## src/smsm_consts.vh

```
`ifndef SMSM_CONSTS_VH
`define SMSM_CONSTS_VH

// state codes, one-hot
`define SMSM_ST_INIT   5'b00001
`define SMSM_ST_OPER   5'b00010
`define SMSM_ST_WARN1  5'b00100
`define SMSM_ST_WARN2  5'b01000
`define SMSM_ST_FAULT  5'b10000

// fault cause bit positions in fault_cause input; flash count is position + 1
`define SMSM_F_OVERTEMP  0
`define SMSM_F_OVERVOLT  1
`define SMSM_F_SHORT     2
`define SMSM_F_POWER     3
`define SMSM_F_GROUND    4
`define SMSM_F_HWDEF     5
`define SMSM_F_OVERCUR   6

// times in seconds (flash time in milliseconds) and clock rate
`define SMSM_CLK_HZ      200000000
`define SMSM_T_SHORT_S   5
`define SMSM_T_LONG_S    15
`define SMSM_T_FLASH_MS  200

`endif

```

## src/smsm_supply_fsm.v

```verilog
// Notes on behaviour
// - chopper usable 5 s after overload, then cooled
// - init runs self-test, green flashes
// - init to operation on self-test pass, power
// - init to fault, immediate or after 5 s
// - operation holds green lit
// - warning-1 cause enters warning 1, soft stop
// - warning-2 cause enters warning 2, quick stop
// - fault cause enters fault, drives off
// - warning 1 yellow single flash
// - warning 1 clears back to operation
// - phase loss in warning 1 to warning 2
// - fault cause in warning 1 to fault
// - warning 2 yellow double flash
// - power back within 5 s, charged: operation
// - power back after 5 s: initialization
// - no power 15 s or fault: fault
// - fault red flash pattern per cause
// - fault clears to init unless latched
// - defect, short, ground faults latch until restart
// - flash count one..seven identifies fault cause
`timescale 1ns/1ps
`include "smsm_consts.vh"

module smsm_supply_fsm #(
  parameter integer T_SHORT_CYC = `SMSM_T_SHORT_S * `SMSM_CLK_HZ,
  parameter [31:0]  T_LONG_CYC  = `SMSM_T_LONG_S * `SMSM_CLK_HZ,
  parameter integer FLASH_CYC   = (`SMSM_T_FLASH_MS * (`SMSM_CLK_HZ / 1000)),
  parameter integer CNT_W       = 32
) (
  // clock and control
  input  wire       clk_sys,
  input  wire       srst,
  input  wire       clk_en,
  // condition inputs
  input  wire       selftest_ok,
  input  wire       mains_ok,
  input  wire       dclink_charged,
  input  wire       warn1_cause,
  input  wire       phase_loss,
  input  wire [6:0] fault_cause,
  input  wire [6:0] fault_delayed,
  input  wire       brake_overload,
  input  wire       brake_hot,
  // state and indicators
  output reg  [4:0] state,
  output reg        led_green,
  output reg        led_yellow,
  output reg        led_red,
  // stop demands to drives
  output reg        stop_soft,
  output reg        stop_quick,
  output reg        drive_off,
  output reg        chopper_en,
  output reg  [2:0] fault_code
);

  localparam [4:0] ST_INIT  = `SMSM_ST_INIT;
  localparam [4:0] ST_OPER  = `SMSM_ST_OPER;
  localparam [4:0] ST_WARN1 = `SMSM_ST_WARN1;
  localparam [4:0] ST_WARN2 = `SMSM_ST_WARN2;
  localparam [4:0] ST_FAULT = `SMSM_ST_FAULT;
  // causes that must outlive their own removal until a restart
  localparam [6:0] LATCH_MASK = (7'h01 << `SMSM_F_SHORT) | (7'h01 << `SMSM_F_GROUND) |
                                (7'h01 << `SMSM_F_HWDEF);
  // limits cut to the counter width; CNT_W must hold T_LONG_CYC
  localparam [CNT_W-1:0] SHORT_LIM = T_SHORT_CYC[CNT_W-1:0];
  localparam [CNT_W-1:0] LONG_LIM  = T_LONG_CYC[CNT_W-1:0];
  localparam [CNT_W-1:0] FLASH_LIM = FLASH_CYC[CNT_W-1:0];

  // lowest set cause gives the flash count
  function [2:0] cause_code;
    input [6:0] c;
    integer i;
    begin
      cause_code = 3'h0;
      for (i = 6; i >= 0; i = i - 1) begin
        if (c[i]) begin
          cause_code = i[2:0] + 3'h1;
        end
      end
    end
  endfunction

  reg  [4:0]       next_state;

  // fault bookkeeping
  wire [6:0]       dly_done;
  reg  [6:0]       latched;
  reg              pwr_fail;
  wire [6:0]       pwr_vec;

  // warning-2 timer and brake chopper
  reg  [CNT_W-1:0] w2_cnt;
  reg  [CNT_W-1:0] brk_cnt;
  reg              brk_cool_wait;

  // indicator timebase
  reg  [CNT_W-1:0] flash_cnt;
  reg              tick;
  reg  [3:0]       slot;
  reg  [2:0]       code_hold;
  wire [6:0]       fault_now;
  wire             fault_any;
  wire             w2_short;
  wire             w2_long;
  wire [2:0]       next_code;
  reg              blink;
  reg  [2:0]       burst_n;

  // delayed causes count up while present, immediate ones act at once
  // each cause keeps its own timer, so two delayed causes never share a start
  genvar g;
  generate
    for (g = 0; g < 7; g = g + 1) begin : g_dly
      reg [CNT_W-1:0] cnt;
      reg             done;
      always @(posedge clk_sys) begin
        if (srst) begin
          cnt  <= {CNT_W{1'b0}};
          done <= 1'b0;
        end else if (clk_en) begin
          if (!fault_cause[g] || !fault_delayed[g]) begin
            cnt  <= {CNT_W{1'b0}};
            done <= 1'b0;
          end else if (cnt >= SHORT_LIM - 1'b1) begin
            done <= 1'b1;
          end else begin
            cnt <= cnt + 1'b1;
          end
        end
      end
      assign dly_done[g] = done;
    end
  endgenerate

  // a warning-2 timeout stands for the power-failure cause until mains return
  assign pwr_vec   = {6'h00, pwr_fail} << `SMSM_F_POWER;
  assign fault_now = (fault_cause & ~fault_delayed) | dly_done | latched | pwr_vec;
  assign fault_any = |fault_now;
  // the warning-2 timer starts on the first cycle spent in warning 2
  assign w2_short  = (w2_cnt < SHORT_LIM);
  assign w2_long   = (w2_cnt >= LONG_LIM - 1'b1);
  assign next_code = cause_code(fault_now);

  // priority fault, warning 2, warning 1
  always @* begin
    next_state = state;
    case (state)
      ST_INIT: begin
        if (fault_any) begin
          next_state = ST_FAULT;
        end else if (selftest_ok && mains_ok) begin
          next_state = ST_OPER;
        end
      end
      ST_OPER: begin
        if (fault_any) begin
          next_state = ST_FAULT;
        end else if (!mains_ok) begin
          next_state = ST_WARN2;
        end else if (warn1_cause || phase_loss) begin
          next_state = ST_WARN1;
        end
      end
      ST_WARN1: begin
        if (fault_any) begin
          next_state = ST_FAULT;
        end else if (phase_loss || !mains_ok) begin
          next_state = ST_WARN2;
        end else if (!warn1_cause) begin
          next_state = ST_OPER;
        end
      end
      ST_WARN2: begin
        if (fault_any || (!mains_ok && w2_long)) begin
          next_state = ST_FAULT;
        // a phase loss alone keeps warning 2 even with mains back
        end else if (mains_ok && !phase_loss) begin
          if (w2_short && dclink_charged) begin
            next_state = ST_OPER;
          end else begin
            next_state = ST_INIT;
          end
        end
      end
      ST_FAULT: begin
        // latched causes stay in fault_now, so once one is latched only srst leaves here
        // cause removed
        if (!fault_any) begin
          next_state = ST_INIT;
        end
      end
      default: begin
        next_state = ST_INIT;
      end
    endcase
  end

  // reset enters init, counters time warning 2
  always @(posedge clk_sys) begin
    if (srst) begin
      state     <= ST_INIT;
      w2_cnt    <= {CNT_W{1'b0}};
      latched   <= 7'h00;
      code_hold <= 3'h0;
    end else if (clk_en) begin
      state <= next_state;
      if (next_state != ST_WARN2 || state != ST_WARN2) begin
        w2_cnt <= {CNT_W{1'b0}};
      end else if (!w2_long) begin
        w2_cnt <= w2_cnt + 1'b1;
      end
      latched <= latched | (fault_cause & LATCH_MASK);
      if (next_state == ST_FAULT) begin
        code_hold <= next_code;
      end
    end
  end

  // lasting power failure
  // raised on the 15 s timeout, held while mains stay away
  always @(posedge clk_sys) begin
    if (srst) begin
      pwr_fail <= 1'b0;
    end else if (clk_en) begin
      if (mains_ok) begin
        pwr_fail <= 1'b0;
      end else if (state == ST_WARN2 && w2_long) begin
        pwr_fail <= 1'b1;
      end
    end
  end

  // 5 s grace then wait for cooling
  // chopper stays usable through the grace time; cooling matters only after it
  always @(posedge clk_sys) begin
    if (srst) begin
      brk_cnt       <= {CNT_W{1'b0}};
      brk_cool_wait <= 1'b0;
      chopper_en    <= 1'b1;
    end else if (clk_en) begin
      if (brk_cool_wait) begin
        chopper_en <= 1'b0;
        if (!brake_hot) begin
          brk_cool_wait <= 1'b0;
          brk_cnt       <= {CNT_W{1'b0}};
          chopper_en    <= 1'b1;
        end
      end else if (brake_overload) begin
        chopper_en <= 1'b1;
        if (brk_cnt >= SHORT_LIM - 1'b1) begin
          brk_cool_wait <= 1'b1;
          chopper_en    <= 1'b0;
        end else begin
          brk_cnt <= brk_cnt + 1'b1;
        end
      end else begin
        brk_cnt    <= {CNT_W{1'b0}};
        chopper_en <= 1'b1;
      end
    end
  end

  // flash timebase: 16 slots per burst, flashes on even slots, rest is pause
  // one free-running timebase keeps all three indicators in step
  always @(posedge clk_sys) begin
    if (srst) begin
      flash_cnt <= {CNT_W{1'b0}};
      tick      <= 1'b0;
      slot      <= 4'h0;
    end else if (clk_en) begin
      tick <= 1'b0;
      if (flash_cnt >= FLASH_LIM - 1'b1) begin
        flash_cnt <= {CNT_W{1'b0}};
        tick      <= 1'b1;
        slot      <= slot + 4'h1;
      end else begin
        flash_cnt <= flash_cnt + 1'b1;
      end
    end
  end

  always @* begin
    case (state)
      ST_WARN1: burst_n = 3'h1;
      ST_WARN2: burst_n = 3'h2;
      ST_FAULT: burst_n = code_hold;
      default:  burst_n = 3'h0;
    endcase
    blink = !slot[0] && (slot[3:1] < burst_n);
  end

  // outputs all registered
  always @(posedge clk_sys) begin
    if (srst) begin
      led_green  <= 1'b0;
      led_yellow <= 1'b0;
      led_red    <= 1'b0;
      stop_soft  <= 1'b0;
      stop_quick <= 1'b0;
      drive_off  <= 1'b1;
      fault_code <= 3'h0;
    end else if (clk_en) begin
      // derived from registered state, so every output lags state by one clock

      led_green  <= (state == ST_INIT) ? slot[0] : (state != ST_FAULT);

      led_yellow <= (state == ST_WARN1 || state == ST_WARN2) && blink;

      led_red    <= (state == ST_FAULT) && blink;

      stop_soft  <= (state == ST_WARN1);

      stop_quick <= (state == ST_WARN2);

      // drives switched off
      // drives stay off through init so a restart never meets a live axis
      drive_off  <= (state == ST_FAULT) || (state == ST_INIT);

      fault_code <= (state == ST_FAULT) ? code_hold : 3'h0;
    end
  end

endmodule // smsm_supply_fsm

```

## config.mk

```make
export PLATFORM = sky130hd
export DESIGN_NAME = smsm_supply_fsm
export DESIGN_NICKNAME = d
export VERILOG_FILES = /design/src/smsm_supply_fsm.v
export VERILOG_INCLUDE_DIRS = /design/src
export SDC_FILE = /design/constraint.sdc
export NUM_CORES = 1
export LEC_CHECK = 0
export ABC_CLOCK_PERIOD_IN_PS = 3700
export CAP_MARGIN = 25
export CELL_PAD_IN_SITES_DETAIL_PLACEMENT = 1
export CELL_PAD_IN_SITES_GLOBAL_PLACEMENT = 2
export CORE_UTILIZATION = 39
export DETAILED_ROUTE_END_ITERATION = 7
export DONT_BUFFER_PORTS = 1
export PLACE_DENSITY = 0.76
export REMOVE_ABC_BUFFERS = 1
export SETUP_SLACK_MARGIN = 0.05
export SLEW_MARGIN = 5
export SYNTH_ARGS = -nofsm -noshare
export SYNTH_HDL_FRONTEND = slang
export SYNTH_SLANG_ARGS = --single-unit
```

## constraint.sdc

```tcl
create_clock -name clk_sys -period 3.7 [get_ports clk_sys]
set_clock_uncertainty 0.2 [all_clocks]
set_input_delay 0.74 -clock clk_sys [delete_from_list [all_inputs] [get_ports clk_sys]]
set_output_delay 0.74 -clock clk_sys [all_outputs]
set_load 0.05 [all_outputs]
```

==> flow_metrics.tcl, run 1 <==
set metrics [dict create \
    clock-sinks 354 \
    hold_viol 0 \
    powerDensity_nw_per_um2 423 \
    period_minus_slack_ps 3090 \
    fmax_mhz 323 \
    p_switching_mw 1.88 \
    postCtsSetupBuffers 0 \
    p_seq_frac 0.466 \
    status "complete, no violations" \
    dp.cells 2715 \
    synthArstFlopShare 0 \
    rsz0062_at_grt "no" \
    viasPerCell 5.64 \
    post_dp_cell_area_um2 18200 \
    pre_cts_slack_ps 155 \
    die_area_um2 45400 \
    dr.pass1.iters 6 \
    setup_violations 0 \
    portBuffers 0 \
    fp.dieH_um 213 \
    final.period_utilization 0.836 \
    cts-root-buf "clkbuf_16" \
    drtIter0Drc 559 \
    fillers 5198 \
    ctsResizeCount 0 \
    critical_path.top_delay_family "simple AND/OR/NAND/NOR gates" \
    synthCells 2182 \
    antenna_found_initial 0 \
    drv_cap 0 \
    multiInputGateArea_um2 9720 \
    crit_arrival_ps 3380 \
    p_sw_frac 0.227 \
    grt_usage 0.216 \
    yosysWarnings 0 \
    routed_wl_um 48100 \
    grt_pass1_wl_um 80600 \
    cp_cell_sequence "ha_1 -> and3_1 -> and4_1 -> o311ai_1 -> nand2_1 -> buf_4 -> or4_1 -> or3_1 -> o21ai_1" \
    p_total_mw 8.27 \
    intPower_mw 6.39 \
    hold-worst-slack_ps 54.4 \
    clockBufferDepth 3 \
    drive_gt1_frac 0.0626 \
    slowest_stage "or4_1" \
    area_delta_synth_final_pct 12.6 \
    ir_worst_vdd_mv 0.347 \
    vias 15700 \
    io_pins 39 \
    finalNetCount 2213 \
    postCtsHoldBufs 0 \
    tritoncts "yes" \
    grt_max_degree 74 \
    maxSlewHeadroom 0.512 \
    avgSynthCellArea_um2 7.96 \
    synth_area_um2 17400 \
    wl_per_cell_um 17.2 \
    design.core.area_um2 43500 \
    regArea_um2 7090 \
    overflow 0 \
    critPathLaunchType "flop" \
    synth-seq-cells 354 \
    cp-end-kind "flop" \
    worstSkewPairLatency_ps 570 \
    ys.flop_type "dfxtp_1" \
    pwr-share-comb 0.034 \
    cp_data_required_time_ps 3990 \
    row_count 76 \
    fin_ws_ps 608 \
    drv_slew 0 \
    critPathBufInv 1 \
    drtAntennaViolNets 0 \
    dp_hpwl_um 33100 \
    drc 0 \
    cp_max_fo 11 \
    gp_congestion 0.807 \
    worstMarginPinSlew_ps 732 \
    clkTransAtPathRegs_ps 60 \
    fin_area_um2 19500 \
    grt_pass1_vias 15800 \
    crit_type "flop to flop" \
    start_util 0.399 \
    synth-edff-count 0 \
    layout.cells.non_filler 2790 \
    leakage_nw 6.27 \
    die_w_um 213 \
    synth.distinct_cells 72 \
    seq_area_frac_synth 0.408 \
    cts.htree.levels 2 \
    n_antenna_cell 0 \
    hold_path_class "input port to flop" \
    cts_buffers 43 \
    power_frac_clock 0.500 \
    max_stage_delay_ps 610 \
]
cell usage after synthesis, types with 31 or more instances:
master / n / share of area
a21oi_1: 123 / 0.035
a31oi_1: 45 / 0.016
and2_1: 31 / 0.011
and3_1: 36 / 0.013
clkbuf_1: 86 / 0.019
dfxtp_1: 354 / 0.41
inv_1: 47 / 0.010
nand2_1: 163 / 0.035
nand3_1: 133 / 0.038
nand4_1: 100 / 0.036
nor2_1: 339 / 0.073
nor3_1: 74 / 0.021
nor4_1: 48 / 0.017
o21ai_0: 103 / 0.030
or3_1: 44 / 0.016
xnor2_1: 103 / 0.052
xor2_1: 80 / 0.040
cell type report:
type / count / area share
inverter: 47 / 0.00903
timing repair buffer: 52 / 0.0237
clock inverter: 11 / 0.00557
multi-input combinational: 1678 / 0.497
clock buffer: 63 / 0.0642
tap: 585 / 0.0375
sequential: 354 / 0.363
routing by layer:
layer | vias up | global-route usage | part of all wire
li1 | 7822 | - | -
met1 | 7705 | 0.278 | 0.48
met2 | 146 | 0.364 | 0.47
met3 | 67 | 0.0347 | 0.033
met4 | 0 | 0.0732 | 0.023
met5 | - | 0 | 0
state kept, by name, summed over array words and instances, names as in the netlist:
name,count
led_green,1
slot,4
pwr_fail,1
fault_code,3
chopper_en,1
brk_cnt,32
latched,3
led_red,1
flash_cnt,32
g_dly.done,7
stop_soft,1
stop_quick,1
drive_off,1
g_dly.cnt,224
state,5
led_yellow,1
w2_cnt,32
brk_cool_wait,1
code_hold,3
cell usage in the layout, fill, tap and decap left out, types with 7 or more instances in the layout:
cell,instances
or4_1,13
nor2b_1,10
a21o_1,7
a211oi_1,9
inv_1,46
a31oi_1,44
clkbuf_16,45
clkinv_2,8
nand2_1,163
o21ai_0,102
nor4_1,48
ha_1,13
nand4_1,100
or3_1,44
a41oi_1,15
nand3_1,133
a21oi_1,123
nand2b_1,13
xor2_1,80
dfxtp_1,354
and4_1,25
and3_1,36
nor4b_1,11
clkbuf_1,12
or2_2,8
nor3_1,74
and2_1,31
o31ai_1,16
o211ai_1,8
buf_4,47
nor2_1,339
xnor2_1,103
kinds of logic (layout without fill, tap and decap cells):
logic type	Yosys count	in the layout	synth area share
fa+ha+maj	13	13	0.00937
xor+xnor	183	183	0.0923
buf+inv	150	173	0.0332
flops	354	354	0.408
simple gates	1077	1077	0.313
compound gates	398	398	0.140
mux	7	7	0.00411
power by group through the flow:
stage | registers [mW] | logic [mW] | clock network (mW)
3_5_place_dp | 3.94 | 0.281 | 0
4_1_cts | 3.85 | 0.282 | 4.27
2_1_floorplan | 3.95 | 0.153 | 0
3_3_place_gp | 3.94 | 0.272 | 0
5_1_grt | 3.86 | 0.313 | 4.41
6_report | 3.86 | 0.281 | 4.13
through the flow:
stage          setup TNS, ps  utilization
6_report                   0        0.450
3_3_place_gp               0        0.417
5_1_grt                    0        0.450
3_5_place_dp               0        0.418
4_1_cts                    0        0.449
2_1_floorplan          -7400            -
final timing paths:
check,start,to,slack (ps),cells after the start
min reg2reg,g_dly[3].cnt[30],g_dly[3].cnt[30],230,2
max reg2reg,w2_cnt[0],w2_cnt[25],610,9
min,srst,latched[5],50,1
max,w2_cnt[0],w2_cnt[25],610,9
No activity file was read; power rests on OpenSTA's default activity.
==> run 2: changes to the inputs <==
--- a/config.mk
+++ b/config.mk
@@ -6,7 +6,7 @@
 export SDC_FILE = /design/constraint.sdc
 export NUM_CORES = 1
 export LEC_CHECK = 0
-export ABC_CLOCK_PERIOD_IN_PS = 3700
+export ABC_CLOCK_PERIOD_IN_PS = 3000
 export CAP_MARGIN = 25
 export CELL_PAD_IN_SITES_DETAIL_PLACEMENT = 1
 export CELL_PAD_IN_SITES_GLOBAL_PLACEMENT = 2
==> constraint.sdc (replaced) <==
create_clock -name clk_sys -period 3 [get_ports clk_sys]
set_clock_uncertainty 0.2 [all_clocks]
set_input_delay 0.6 -clock clk_sys [delete_from_list [all_inputs] [get_ports clk_sys]]
set_output_delay 0.6 -clock clk_sys [all_outputs]
set_load 0.05 [all_outputs]
==> run 2 against run 1 <==
Net effect: non-clock buffer count increased by 54; via count increased by 1.0%; count of clock-buffer cells in the layout decreased by 4; routed wire length increased by 4.5%; fmax increased by 7.3%; sequential share of layout area decreased by 1.1 points; critical path type unchanged; largest power group unchanged; highest routed layer unchanged.
==> flow_metrics.tcl, run 2 (synthesis gave the netlist of run 1 again) <==
set metrics [dict create \
    fp.dieH_um 213 \
    p_total_mw 10.5 \
    hold-worst-slack_ps 40.3 \
    worstSkewPairLatency_ps 560 \
    crit_type "flop to flop" \
    max_stage_delay_ps 530 \
    finalNetCount 2266 \
    crit_arrival_ps 3170 \
    critPathBufInv 4 \
    drtIter0Drc 673 \
    drtAntennaViolNets 0 \
    layout.cells.non_filler 2844 \
    area_delta_synth_final_pct 16.1 \
    final.period_utilization 0.960 \
    cp-end-kind "flop" \
    gp_congestion 0.783 \
    maxSlewHeadroom 0.554 \
    pre_cts_slack_ps -292 \
    wl_per_cell_um 17.7 \
    row_count 76 \
    dp_hpwl_um 33900 \
    tns_ps 0 \
    portBuffers 0 \
    cts-root-buf "clkbuf_16" \
    routed_wl_um 50300 \
    cp-startpoint "g_dly[5].done" \
    grt_pass1_vias 16100 \
    dr.pass1.iters 5 \
    grt_usage 0.222 \
    dp.cells 2760 \
    cp_data_required_time_ps 3290 \
    min-delay-start "srst" \
    drv_slew 0 \
    rsz0062_at_grt "yes" \
    worst_path_most_repeated_cell "buf_6" \
    worstMarginPinSlew_ps 667 \
    overflow 0 \
    powerDensity_nw_per_um2 521 \
    clockBufferDepth 3 \
    fmax_mhz 347 \
    critical_path.top_delay_family "simple AND/OR/NAND/NOR gates" \
    die_area_um2 45400 \
    design.core.area_um2 43500 \
    drv_cap 0 \
    reg2reg_from "g_dly[5].done" \
    cts.htree.levels 2 \
    clock-sinks 354 \
    hold_viol 0 \
    status "complete, no violations" \
    setup_violations 0 \
    start_util 0.399 \
    antenna_found_initial 1 \
    hold_path_class "input port to flop" \
    viasPerCell 5.59 \
    largest_reg_flops 224 \
    cts_buffers 42 \
    die_w_um 213 \
    critPathLaunchType "flop" \
    n_antenna_cell 0 \
    cp_max_fo 10 \
    vias 15900 \
    drive_gt1_frac 0.0903 \
    io_pins 39 \
    slowest_stage "or4_4" \
    cp_cell_sequence "nor2_4 -> nand4bb_1 -> buf_6 -> or4_4 -> or2_4 -> buf_6 -> o41ai_4 -> buf_6 -> clkbuf_16 -> o21ai_0 -> a31oi_1" \
    clkTransAtPathRegs_ps 60 \
    drc 0 \
    mostFrequentLayoutCells "dfxtp_1, nor2_1, nand2_1" \
    ir_worst_vdd_mv 0.440 \
    tritoncts "yes" \
    final_common_cell "dfxtp_1" \
    period_minus_slack_ps 2880 \
    grt_max_degree 62 \
    grt_pass1_wl_um 82400 \
    regMostFlops "g_dly.cnt" \
    leakage_nw 6.62 \
    fin_ws_ps 120 \
]
run 2: cell count changes in the layout (fill, tap and decap cells not counted), moves of 2 or more:
cell	delta
a2111oi_0	-2
or4_4	+3
nor2_2	+3
a2111oi_1	+2
clkbuf_16	+2
bufinv_16	+3
buf_6	+4
nor2_1	-4
buf_4	+42
clkbuf_1	-4
or4_1	-3
dlygate4sd3_1	+5
run 2: timing repair:
action / in CTS / in global routing
pin swaps: 0 / 6
gates cloned: 0 / 2
hold buffers: 6 / 0
endpoints found under the hold margin: 52 / 0
buffers inserted: 0 / 1
resized for setup: 2 / 21
setup endpoints to repair: 17 / 30
run 2: final timing paths:
| path | to | slack [ps] | cells after the start |
|---|---|---|---|
| setup / recovery | w2_cnt[12] | 120 | 11 |
| hold reg to reg | g_dly[3].cnt[30] | 220 | 2 |
| hold / removal | brk_cnt[4] | 40 | 3 |
| setup reg to reg | w2_cnt[12] | 120 | 11 |
run 2: worst min-delay path, cell delays in order:
cell	delay, ps
a21oi_1	30
nand2_1	50
o31ai_1	60
run 2: layout make-up:
class                   instances  area [um2]
clock buffers                  59        1240
clock inverters                15         203
fillers                      5200       23300
inverters                      47         176
multi-input cells            1678        9780
flip-flops and latches        354        7090
well taps                     585         732
repair buffers                106         931
run 2: power breakdown:
| part | switching [mW] | total [mW] | internal [mW] |
|---|---|---|---|
| sequential | 0.0327 | 4.76 | 4.72 |
| clock | 2.05 | 5.35 | 3.30 |
| combinational | 0.269 | 0.393 | 0.125 |
| total | 2.36 | 10.5 | 8.15 |
run 2: per-layer routing:
metal  track usage  part of all wire  wire length, um  vias to the layer above
met2         0.380              0.47            23900                      147
met3        0.0340             0.031             1560                       71
met1         0.286              0.47            23700                     7750
li1              -                 -                -                     7929
met4        0.0712             0.023             1150                        0
met5             0                 0                0                        -
run 2: stage by stage:
stage / util / area, um2
after floorplan: - / 17000
after global placement: 0.425 / 18500
after detailed placement: 0.425 / 18500
after CTS: 0.461 / 20000
after global routing: 0.464 / 20200
final: 0.464 / 20200
